## src/design/mmd_pkg.sv

```systemverilog
`default_nettype none
package mmd_pkg;

  // ***********************************************************
  // address map
  // ***********************************************************
  localparam int          ADDR_W        = 32;
  localparam int          DATA_W        = 32;
  localparam int          OFS_W         = 14;
  localparam logic [31:0] WIN_SIZE      = 32'h0000_4000;
  localparam logic [31:0] MEDIA_BASE    = 32'h001c_0000;
  localparam logic [31:0] VD_EVEN_OFS   = 32'h0000_0000;
  localparam logic [31:0] VD_ODD_OFS    = 32'h0000_4000;
  localparam logic [31:0] VE_OFS        = 32'h0000_8000;
  localparam logic [13:0] MEDIA_TAG     = 14'h0007;
  localparam int          TAG_LSB       = 18;
  localparam int          GRP_LSB       = 16;
  localparam int          BOX_LSB       = 14;
  localparam int          MAX_ENGINE    = 7;

  // ***********************************************************
  // sub-range limits inside a decode box window
  // ***********************************************************
  localparam logic [13:0] CS0_LO  = 14'h0000;
  localparam logic [13:0] CS0_HI  = 14'h07ff;
  localparam logic [13:0] MFC_LO  = 14'h0800;
  localparam logic [13:0] MFC_HI  = 14'h0fff;
  localparam logic [13:0] CS1_LO  = 14'h1000;
  localparam logic [13:0] CS1_HI  = 14'h1fff;
  localparam logic [13:0] CWR_LO  = 14'h2800;
  localparam logic [13:0] CWR_HI  = 14'h2aff;
  localparam logic [13:0] AV1_LO  = 14'h2b00;
  localparam logic [13:0] AV1_HI  = 14'h2cff;
  localparam logic [13:0] ENC_LO  = 14'h2d00;
  localparam logic [13:0] ENC_HI  = 14'h2dff;
  localparam logic [13:0] RSV_LO  = 14'h2e00;
  localparam logic [13:0] RSV_HI  = 14'h3eff;
  localparam logic [13:0] CFG_LO  = 14'h3f00;
  localparam logic [13:0] CFG_HI  = 14'h3fff;

  localparam logic [2:0]  SUBSLICE_ODD  = 3'h1;
  localparam logic [1:0]  SUBSLICE_EVEN = 2'h0;
  localparam logic [1:0]  SUBSLICE_ODDV = 2'h1;
  localparam logic [31:0] READ_ZERO     = 32'h0000_0000;

  // ***********************************************************
  // types
  // ***********************************************************
  typedef enum logic [3:0] {
    MMD_U_NONE       = 4'h0,
    MMD_U_CS0        = 4'h1,
    MMD_U_MFC        = 4'h2,
    MMD_U_CS1        = 4'h3,
    MMD_U_CODEC_BE   = 4'h4,
    MMD_U_AV1        = 4'h5,
    MMD_U_ENC        = 4'h6,
    MMD_U_CFG        = 4'h7,
    MMD_U_CODEC_FE   = 4'h8,
    MMD_U_ENHANCE    = 4'h9
  } mmd_unit_e;

  typedef enum logic [1:0] {
    MMD_IDLE = 2'b00,
    MMD_WAIT = 2'b01
  } mmd_state_e;

  typedef struct packed {
    logic              valid;
    logic              write;
    logic [ADDR_W-1:0] addr;
    logic [DATA_W-1:0] wdata;
  } mmd_req_s;

  typedef struct packed {
    logic              valid;
    logic              write;
    mmd_unit_e         unit;
    logic              is_decode;
    logic [2:0]        engine;
    logic [2:0]        slice_id;
    logic [1:0]        subslice_id;
    logic [OFS_W-1:0]  offset;
    logic [DATA_W-1:0] wdata;
  } mmd_tgt_s;

endpackage
`default_nettype wire

```

## src/design/mmd_decoder.sv

```systemverilog
// Summary of operation
// - each decode box owns a 16 KB window, local offsets 0x0000 to 0x3fff
// - unowned decode box offsets go to codec front end, reads zero
// - fixed offset ranges route to streamer, codec, av1, encode, config
// - box bases at 0x1c/0x1d/0x1e/0x1f groups: two decode, one enhance
// - slice id is group index; subslice 01 for odd decode boxes only
// - engine instance index spans zero through seven
// - high-efficiency codec decoded as separate front and back ranges
// - message endpoint unit never receives any mmio access
`timescale 1ns/10ps
`default_nettype none
module mmd_decoder
  import mmd_pkg::*;
(
  // clock and reset
  input  wire logic              mclk,
  input  wire logic              rstn,
  // host fabric side
  input  wire mmd_req_s          host_req,
  output logic                   host_ready,
  output logic                   host_rvalid,
  output logic [DATA_W-1:0]      host_rdata,
  // engine unit side
  output mmd_tgt_s               unit_tgt,
  input  wire logic              unit_rvalid,
  input  wire logic [DATA_W-1:0] unit_rdata
);

  // ***********************************************************
  // helpers
  // ***********************************************************
  function automatic logic in_rng(input logic [13:0] o,
                                  input logic [13:0] lo,
                                  input logic [13:0] hi);
    in_rng = (o >= lo) && (o <= hi);
  endfunction

  // ***********************************************************
  // address decode
  // ***********************************************************
  // every upper bit takes part, so no alias of the media space decodes
  wire logic [13:0]      tag_w   = host_req.addr[ADDR_W-1:TAG_LSB];
  wire logic [1:0]       grp_w   = host_req.addr[TAG_LSB-1:GRP_LSB];
  wire logic [1:0]       box_w   = host_req.addr[GRP_LSB-1:BOX_LSB];
  wire logic [OFS_W-1:0] ofs_w   = host_req.addr[OFS_W-1:0];
  wire logic             media_w = (tag_w == MEDIA_TAG);
  wire logic             vd_w    = media_w && !box_w[1];
  wire logic             ve_w    = media_w && (box_w == 2'h2);
  wire logic             hit_w   = vd_w || ve_w;
  // decode engines 0..7 are group*2 + odd bit
  wire logic [2:0]       eng_w   = vd_w ? {grp_w, box_w[0]}
                                        : {1'b0, grp_w};
  wire logic [2:0]       slc_w   = {1'b0, grp_w};
  wire logic [1:0]       sub_w   = (vd_w && box_w[0]) ? SUBSLICE_ODDV
                                                      : SUBSLICE_EVEN;

  // no select exists for the message endpoint unit
  mmd_unit_e vd_unit_w;
  always_comb begin
    if (in_rng(ofs_w, CS0_LO, CS0_HI)) begin
      vd_unit_w = MMD_U_CS0;
    end else if (in_rng(ofs_w, MFC_LO, MFC_HI)) begin
      vd_unit_w = MMD_U_MFC;
    end else if (in_rng(ofs_w, CS1_LO, CS1_HI)) begin
      vd_unit_w = MMD_U_CS1;
    end else if (in_rng(ofs_w, CWR_LO, CWR_HI)) begin
      vd_unit_w = MMD_U_CODEC_BE;
    end else if (in_rng(ofs_w, AV1_LO, AV1_HI)) begin
      vd_unit_w = MMD_U_AV1;
    end else if (in_rng(ofs_w, ENC_LO, ENC_HI)) begin
      vd_unit_w = MMD_U_ENC;
    end else if (in_rng(ofs_w, CFG_LO, CFG_HI)) begin
      vd_unit_w = MMD_U_CFG;
    end else begin
      // holes and the reserved range fall to the front end
      vd_unit_w = MMD_U_CODEC_FE;
    end
  end

  wire mmd_unit_e unit_w = vd_w ? vd_unit_w
                         : (ve_w ? MMD_U_ENHANCE : MMD_U_NONE);

  // ***********************************************************
  // request sequencing
  // ***********************************************************
  // one read outstanding at a time keeps answers in request order
  mmd_state_e state_q;
  mmd_state_e state_d;
  mmd_tgt_s   tgt_q;
  mmd_tgt_s   tgt_d;
  logic       rv_q;
  logic       rv_d;
  logic [DATA_W-1:0] rd_q;
  logic [DATA_W-1:0] rd_d;

  wire logic take_w  = host_req.valid && host_ready;
  wire logic miss_rd = take_w && !hit_w && !host_req.write;

  assign host_ready = (state_q == MMD_IDLE);

  always_comb begin
    tgt_d.valid       = take_w && hit_w;
    tgt_d.write       = host_req.write;
    tgt_d.unit        = unit_w;
    tgt_d.is_decode   = vd_w;
    tgt_d.engine      = eng_w;
    tgt_d.slice_id    = slc_w;
    tgt_d.subslice_id = sub_w;
    tgt_d.offset      = ofs_w;
    tgt_d.wdata       = host_req.wdata;
    state_d = state_q;
    case (state_q)
      MMD_IDLE: begin
        if (take_w && hit_w && !host_req.write) begin
          state_d = MMD_WAIT;
        end
      end
      MMD_WAIT: begin
        if (unit_rvalid) begin
          state_d = MMD_IDLE;
        end
      end
      default: state_d = MMD_IDLE;
    endcase
    rv_d = miss_rd || ((state_q == MMD_WAIT) && unit_rvalid);
    rd_d = ((state_q == MMD_WAIT) && unit_rvalid) ? unit_rdata
                                                  : READ_ZERO;
  end

  always_ff @(posedge mclk or negedge rstn) begin
    if (!rstn) begin
      state_q <= MMD_IDLE;
      tgt_q   <= '0;
      rv_q    <= 1'b0;
      rd_q    <= READ_ZERO;
    end else begin
      state_q <= state_d;
      tgt_q   <= tgt_d;
      rv_q    <= rv_d;
      rd_q    <= rd_d;
    end
  end

  assign unit_tgt    = tgt_q;
  assign host_rvalid = rv_q;
  assign host_rdata  = rd_q;

  // ***********************************************************
  // checks
  // ***********************************************************
  a_decode_one_cycle: assert property (
    @(posedge mclk) disable iff (!rstn)
    take_w && hit_w |=> unit_tgt.valid
      && unit_tgt.offset == $past(host_req.addr[OFS_W-1:0]))
    else $error("decoded access not forwarded next cycle");
  a_window_base: assert property (
    @(posedge mclk) disable iff (!rstn)
    take_w && host_req.addr == 32'h001d_47ff |=> unit_tgt.is_decode
      && unit_tgt.engine == 3'h3 && unit_tgt.offset == 14'h07ff)
    else $error("decode box 3 window misplaced");
  a_enh_base: assert property (
    @(posedge mclk) disable iff (!rstn)
    take_w && host_req.addr == 32'h001e_8000 |=>
      unit_tgt.unit == MMD_U_ENHANCE && unit_tgt.slice_id == 3'h2)
    else $error("enhancement box 2 misplaced");
  a_hole_frontend: assert property (
    @(posedge mclk) disable iff (!rstn)
    take_w && vd_w && (ofs_w == 14'h2000 || ofs_w == 14'h3000) |=>
      unit_tgt.unit == MMD_U_CODEC_FE)
    else $error("hole not routed to codec front end");
  a_range_owner: assert property (
    @(posedge mclk) disable iff (!rstn)
    take_w && vd_w && ofs_w == 14'h2d00 |=>
      unit_tgt.unit == MMD_U_ENC)
    else $error("encode assist range misrouted");
  a_codec_split: assert property (
    @(posedge mclk) disable iff (!rstn)
    take_w && vd_w && ofs_w == 14'h2aff |=>
      unit_tgt.unit == MMD_U_CODEC_BE)
    else $error("codec back end range misrouted");
  a_subslice_id: assert property (
    @(posedge mclk) disable iff (!rstn)
    unit_tgt.valid |-> unit_tgt.subslice_id ==
      ((unit_tgt.is_decode && unit_tgt.engine[0]) ? 2'h1 : 2'h0))
    else $error("subslice id wrong");
  a_engine_range: assert property (
    @(posedge mclk) disable iff (!rstn)
    unit_tgt.valid && !unit_tgt.is_decode |-> unit_tgt.engine <= 3'h3
      && unit_tgt.unit == MMD_U_ENHANCE)
    else $error("enhancement engine index out of range");
  a_no_endpoint: assert property (
    @(posedge mclk) disable iff (!rstn)
    unit_tgt.valid |-> unit_tgt.unit != MMD_U_NONE
      && unit_tgt.unit <= MMD_U_ENHANCE)
    else $error("access routed to unit without window");
  a_miss_zero: assert property (
    @(posedge mclk) disable iff (!rstn)
    miss_rd |=> host_rvalid && host_rdata == 32'h0 && !unit_tgt.valid)
    else $error("unclaimed read not answered with zero");
  // a waiting read must neither forward nor answer anything else
  a_read_order: assert property (
    @(posedge mclk) disable iff (!rstn)
    state_q == MMD_WAIT && !unit_rvalid |=> !host_rvalid
      && !unit_tgt.valid && !host_ready)
    else $error("request served while read outstanding");
  // the unit's word must reach the host untouched, one cycle later
  a_answer_data: assert property (
    @(posedge mclk) disable iff (!rstn)
    state_q == MMD_WAIT && unit_rvalid |=> host_rvalid && host_ready
      && host_rdata == $past(unit_rdata))
    else $error("unit answer not returned next cycle");
  a_write_silent: assert property (
    @(posedge mclk) disable iff (!rstn)
    take_w && host_req.write |=> !host_rvalid && host_ready)
    else $error("write produced a read answer");

  // ***********************************************************
  // cover points
  // ***********************************************************

  c_vd_read: cover property (@(posedge mclk) disable iff (!rstn)
    take_w && vd_w && !host_req.write ##[1:20] host_rvalid);
  c_ve_write: cover property (@(posedge mclk) disable iff (!rstn)
    take_w && ve_w && host_req.write);
  c_miss_read: cover property (@(posedge mclk) disable iff (!rstn)
    miss_rd);
  c_hole_read: cover property (@(posedge mclk) disable iff (!rstn)
    take_w && vd_w && vd_unit_w == MMD_U_CODEC_FE);

endmodule
`default_nettype wire

```

## config.mk

```make
export PLATFORM = sky130hd
export DESIGN_NAME = mmd_decoder
export DESIGN_NICKNAME = d
export VERILOG_FILES = /design/src/design/mmd_pkg.sv /design/src/design/mmd_decoder.sv
export SDC_FILE = /design/constraint.sdc
export NUM_CORES = 1
export LEC_CHECK = 0
export ABC_AREA = 1
export BUFFER_PORTS_ARGS = -buffer_cell sky130_fd_sc_hd__buf_2
export CORE_MARGIN = 4
export CORE_UTILIZATION = 37
export DETAILED_ROUTE_END_ITERATION = 7
export PLACE_DENSITY = 0.75
export SKIP_LAST_GASP = 1
export SLEW_MARGIN = 20
export SYNTH_ARGS = -nofsm -noshare
export SYNTH_HDL_FRONTEND = slang
export SYNTH_SLANG_ARGS = --single-unit
```

## constraint.sdc

```tcl
create_clock -name mclk -period 1.02 [get_ports mclk]
set_input_delay 0.153 -clock mclk [delete_from_list [all_inputs] [get_ports mclk]]
set_output_delay 0.153 -clock mclk [all_outputs]
set_load 0.1 [all_outputs]
```

# [Yosys cells after proc, flatten, opt, wreduce, memory -nomap -nowiden]
# Index checks and enable logic that the tools add are counted.
[totals] ff_bits=94 output_inout_bits=95 input_bits=101 wordCells=69 latch_bits=0 rom_bits=0 mem_count=0 ram_bits=0
[op_classes] n_mux=15 bitwise=0 multipliers=0 shift=0 n_div=0 magnitude_cmp=14 reduce_logical=23 addsub=0 n_eq_ne=5
[op_table] cell="$ge 14x14->1 const B" count=4
[op_table] cell="$le 14x14->1 const B" count=4
[op_table] cell="$mux 4" count=9
[op_table] cell="$mux 32" count=1
[op_table] cell="$logic_and 1x1->1" count=16
[op_table] cell="$eq 14x3->1 const B" count=1
[op_table] cell="$ge 14x1->1 const B" count=1
[op_table] cell="$ge 14x12->1 const B" count=1
[op_table] cell="$ge 14x13->1 const B" count=1
[op_table] cell="$le 14x11->1 const B" count=1
[op_table] cell="$le 14x12->1 const B" count=1
[op_table] cell="$le 14x13->1 const B" count=1
[op_table] cell="$mux 2" count=2
[op_table] cell="$pmux 2 s2" count=1
[op_table] cell="$logic_not 1->1" count=3
[op_table] cell="$mux 3" count=1
[op_table] cell="$eq 2x1->1 const B" count=1
[op_table] cell="$eq 2x2->1 const B" count=1
[op_table] cell="$logic_not 2->1" count=1
[op_table] cell="$logic_or 1x1->1" count=2
[op_table] cell="$ne 2x1->1 const B" count=1
[op_table] cell="$ne 2x2->1 const B" count=1
[op_table] cell="$reduce_and 2->1" count=1
[op_table] cell="$mux 1" count=1

# [Depth between registers and ports, before layout]
[depth] word_depth=10 depth_mapped=9 mapped_depth_nobuf=9

# [Least setup slack after synthesis]
# Ideal clock, no wire load.
[synth_timing] path_kind="register -> register" startpoint="register state_q[0]" endpoint="register state_q[0]" n_path_buf=0 t_required_ps=929 path_slack_ps=-441 setup_ps=91 arrival_time_ps=1370 path_stages_with_launch=6 period_less_slack_ps=1461 cell_sequence="dfrtp_1 > inv_1 > nand2_1 > nor2_1 > nand2_1 > o21ai_0"
[synth_between] elab_chain_len=6 word_cells_on_any_way=9 classes_between="3 x eq/ne; 1 x mux; 5 x reduce/logical"
[synth_lines] element="start: declaration" line="mmd_decoder.sv:87" text="mmd_state_e state_q;"
[synth_lines] element="start signal: assignment" line="mmd_decoder.sv:137" text="state_q <= state_d;"
[synth_lines] element="$logic_not 2->1 *" line="mmd_decoder.sv:99" text="assign host_ready = (state_q == MMD_IDLE);"
[synth_lines] element="net host_ready" line="mmd_decoder.sv:20" text="output logic host_ready,"
[synth_lines] element="$logic_and 1x1->1" line="mmd_decoder.sv:96" text="wire logic take_w = host_req.valid && host_ready;"
[synth_lines] element="$logic_and 1x1->1 (2 in series)" line="mmd_decoder.sv:114" text="if (take_w && hit_w && !host_req.write) begin"
[synth_lines] element="$ne 2x1->1 (no line)"
[synth_lines] element="$reduce_and 2->1 (no line)"
# Mark *: on every way through the listed nets, which the timed path passes. The rest lies on a longest branch.
# A chain may end at the register's enable or synchronous reset.

# [Final worst setup path]
[layout_timing] startpoint="register state_q[0]" endpoint="output port host_ready"
[layout_between] elab_chain_len=1
[layout_lines] element="$logic_not 2->1" line="mmd_decoder.sv:99"
[layout_lines] element="end: declaration" line="mmd_decoder.sv:20"
# No other way between the ends.

==> results.cfg <==
[synthesis]
synth_top_family_by_area = simple AND/OR/NAND/NOR gates
synthMuxAreaShare = 0
synth-xor-area-share = 0
yosysWarnings = 0
ys_seq_elements = 93
synth_compound_area_frac = 0.0174
syn-cell-area_um2 = 2950
ys_seq_area_frac = 0.789
synthCells = 241
synth.distinct_cells = 20
avgSynthCellArea_um2 = 12.2
yosys.area_share.simple = 0.121
synthAdderAreaFrac = 0

[cells_and_area]
nets = 613
finalInstanceArea_um2 = 6520
diodes = 0
drive_gt1_frac = 0.627
nFillCells = 357
area_delta_synth_final_pct = 121

[clock_tree]
cts_root_buf = clkbuf_8
h-tree-depth = 3
cts_buffer_depth = 2
cts_num_sinks = 93
cts_tree = done
cts_buffers = 9
clk_pin_slew_worst_paths_ps = 80
clk_latency_ps = 350

[sta]
max_freq_mhz = 845
final-setup-viol-count = 109
fin_crit_sh = 1.16
drv_slew = 0
rsz0062_at_grt = yes
finalWorstSetupSlack_ps = -163
skew_ps = 25.0
holdWs_ps = 9.70
hold_viol_final = 0
fin_crit_ps = 1180

[worst_setup_path]
rr_startpoint = state_q[0]
start_kind = register
crit_path_max_incr_delay_ps = 390
reg2regPathDepth = 7
cp.required_ps = 870
crit_slowest_cell = dfrtp_1
cp.arrival_ps = 1030
crit_start = state_q[0]
cp_max_fo = 2
crit_chain = clkinvlp_4 -> buf_12
worstSetupEndpointType = primary output
path_class = register to primary output

[floorplanning]
ios = 196
start_util = 0.382
rows = 32
die_area_um2 = 9470
die_h_um = 97.3
die_w_um = 97.3
core-area_um2 = 7730

[min_path]
hold_path_class = input pin to register
min_path_cells = 2
min_from = unit_rvalid

[global_route]
grt_max_degree = 43
grt_overflow_total = 0
antenna_found_initial = 0
grt_pass1_wl_mm = 17.1
grt_pass1_vias = 3091
track_usage = 0.238

[placement]
dp_hpwl_mm = 7.43
portBuffers = 193
dpl_cell_area_um2 = 5650
routabilityCongestion = 0.858

[pwr]
p_leak_nw = 3.19
peakVddDrop_uv = 943
power_density_nw_per_um2 = 1340

[routing]
ant_nets = 0
drt_first_iter_violations = 102
drc = 0
num_vias = 2765
wl_per_cell_um = 17.5
viasPerCell = 4.47
wl_mm = 10.8
drtPass1Iterations = 4

[outcome]
violations = setup timing
status = finished, violations left

[run]
max_cap_viol_count = 0
[flip-flops by register name, summed over array words and instances (netlist names)]
name and count:
host_rdata 32, host_rvalid 1, state_q 1, unit_tgt 59
[cells by family (layout without fill, tap and decap cells)]
group / Yosys count / count (layout)
other: 1 / 2
and+or+nand+nor: 84 / 84
AOI/OAI and AO/OA: 9 / 9
buffers and inverters: 54 / 329
DFF: 93 / 93
[power by group]
part | internal (W) | leakage, nW | switching, W
registers | 0.00381 | 1.06 | 0.0000949
clock network | 0.00165 | 0.121 | 0.00128
logic | 0.000754 | 2.01 | 0.00116
total | 0.00621 | 3.19 | 0.00253
[final timing paths]
path | endpoint | slack [ps]
worst max-delay path | host_ready | -160
worst min-delay path | state_q[0] | 10
worst max register to register | state_q[0] | -70
worst min register to register | state_q[0] | 810
max in group asynchronous | unit_tgt[44] | 280
min in group asynchronous | unit_tgt[33] | 210
[metal layers]
metal  part of all wire  up-vias  GRT usage
li1                   -     1237          -
met1               0.32     1347      0.228
met2               0.57      147      0.456
met3              0.074       34     0.0668
met4              0.045        0      0.120
met5                  0        -          0
[area by class of cell]
type	instances	area (um2)	share of cell area
clock buffer	10	128	0.0196
clock inverter	6	116	0.0179
inverter	49	188	0.0288
multi-input combinational	95	427	0.0655
sequential	93	2440	0.375
tap	102	128	0.0196
timing repair buffer	264	3090	0.474
[metrics by stage]
stage	worst slack (ps)	setup TNS (ps)	util	total power (W)	instances
6_report	-163	-6750	0.843	0.00875	619
3_5_place_dp	-132	-585	0.731	0.00569	541
5_1_grt	-203	-11390	0.843	0.00911	619
3_3_place_gp	-68.7	-170	0.731	0.00564	541
2_1_floorplan	-281	-674	-	0.00482	242
4_1_cts	-186	-7720	0.837	0.00878	615
[cells in the final DEF, fill, tap and decap left out, drive strengths merged]
cell type / instances
buf: 205
dfrtp: 93
dlygate4sd3: 59
inv: 50
nor2: 50
nand2: 23
clkbuf: 10
nand3: 7
o21ai: 6
bufinv: 3
a21oi: 2
nor3: 2
conb: 2
clkinvlp: 1
nand3b: 1
nand4: 1
o21bai: 1
clkinv: 1
[what timing repair did]
item,in CTS,in global routing
setup buffers,1,2
endpoints found under the setup margin,93,95
hold buffers,57,2
gates resized for setup,0,4
hold endpoints to repair,149,2
[worst max-delay path: cells and delay by family, from the launching register on]
family / cells / cell delay (ps)
buffers and inverters: 2 / 310
DFF: 1 / 390
[synth_stat cells]
cell type / n / area (um2)
inv_2: 2 / 7.51
inv_1: 47 / 176
dfrtp_1: 93 / 2330
nor2_4: 1 / 11.3
conb_1: 1 / 3.75
nand3_1: 5 / 25.0
a21oi_1: 2 / 10.0
o21ai_2: 1 / 8.76
buf_4: 2 / 15.0
nand2_1: 22 / 82.6
nor3_1: 2 / 10.0
nand3b_1: 1 / 7.51
nand4_1: 1 / 6.26
nor2_2: 2 / 12.5
nand3_2: 2 / 20.0
clkbuf_1: 3 / 11.3
o21ai_0: 5 / 25.0
nor2_1: 47 / 176
nand2_2: 1 / 6.26
o21bai_1: 1 / 7.51
Power figures use the tool's default switching activity.
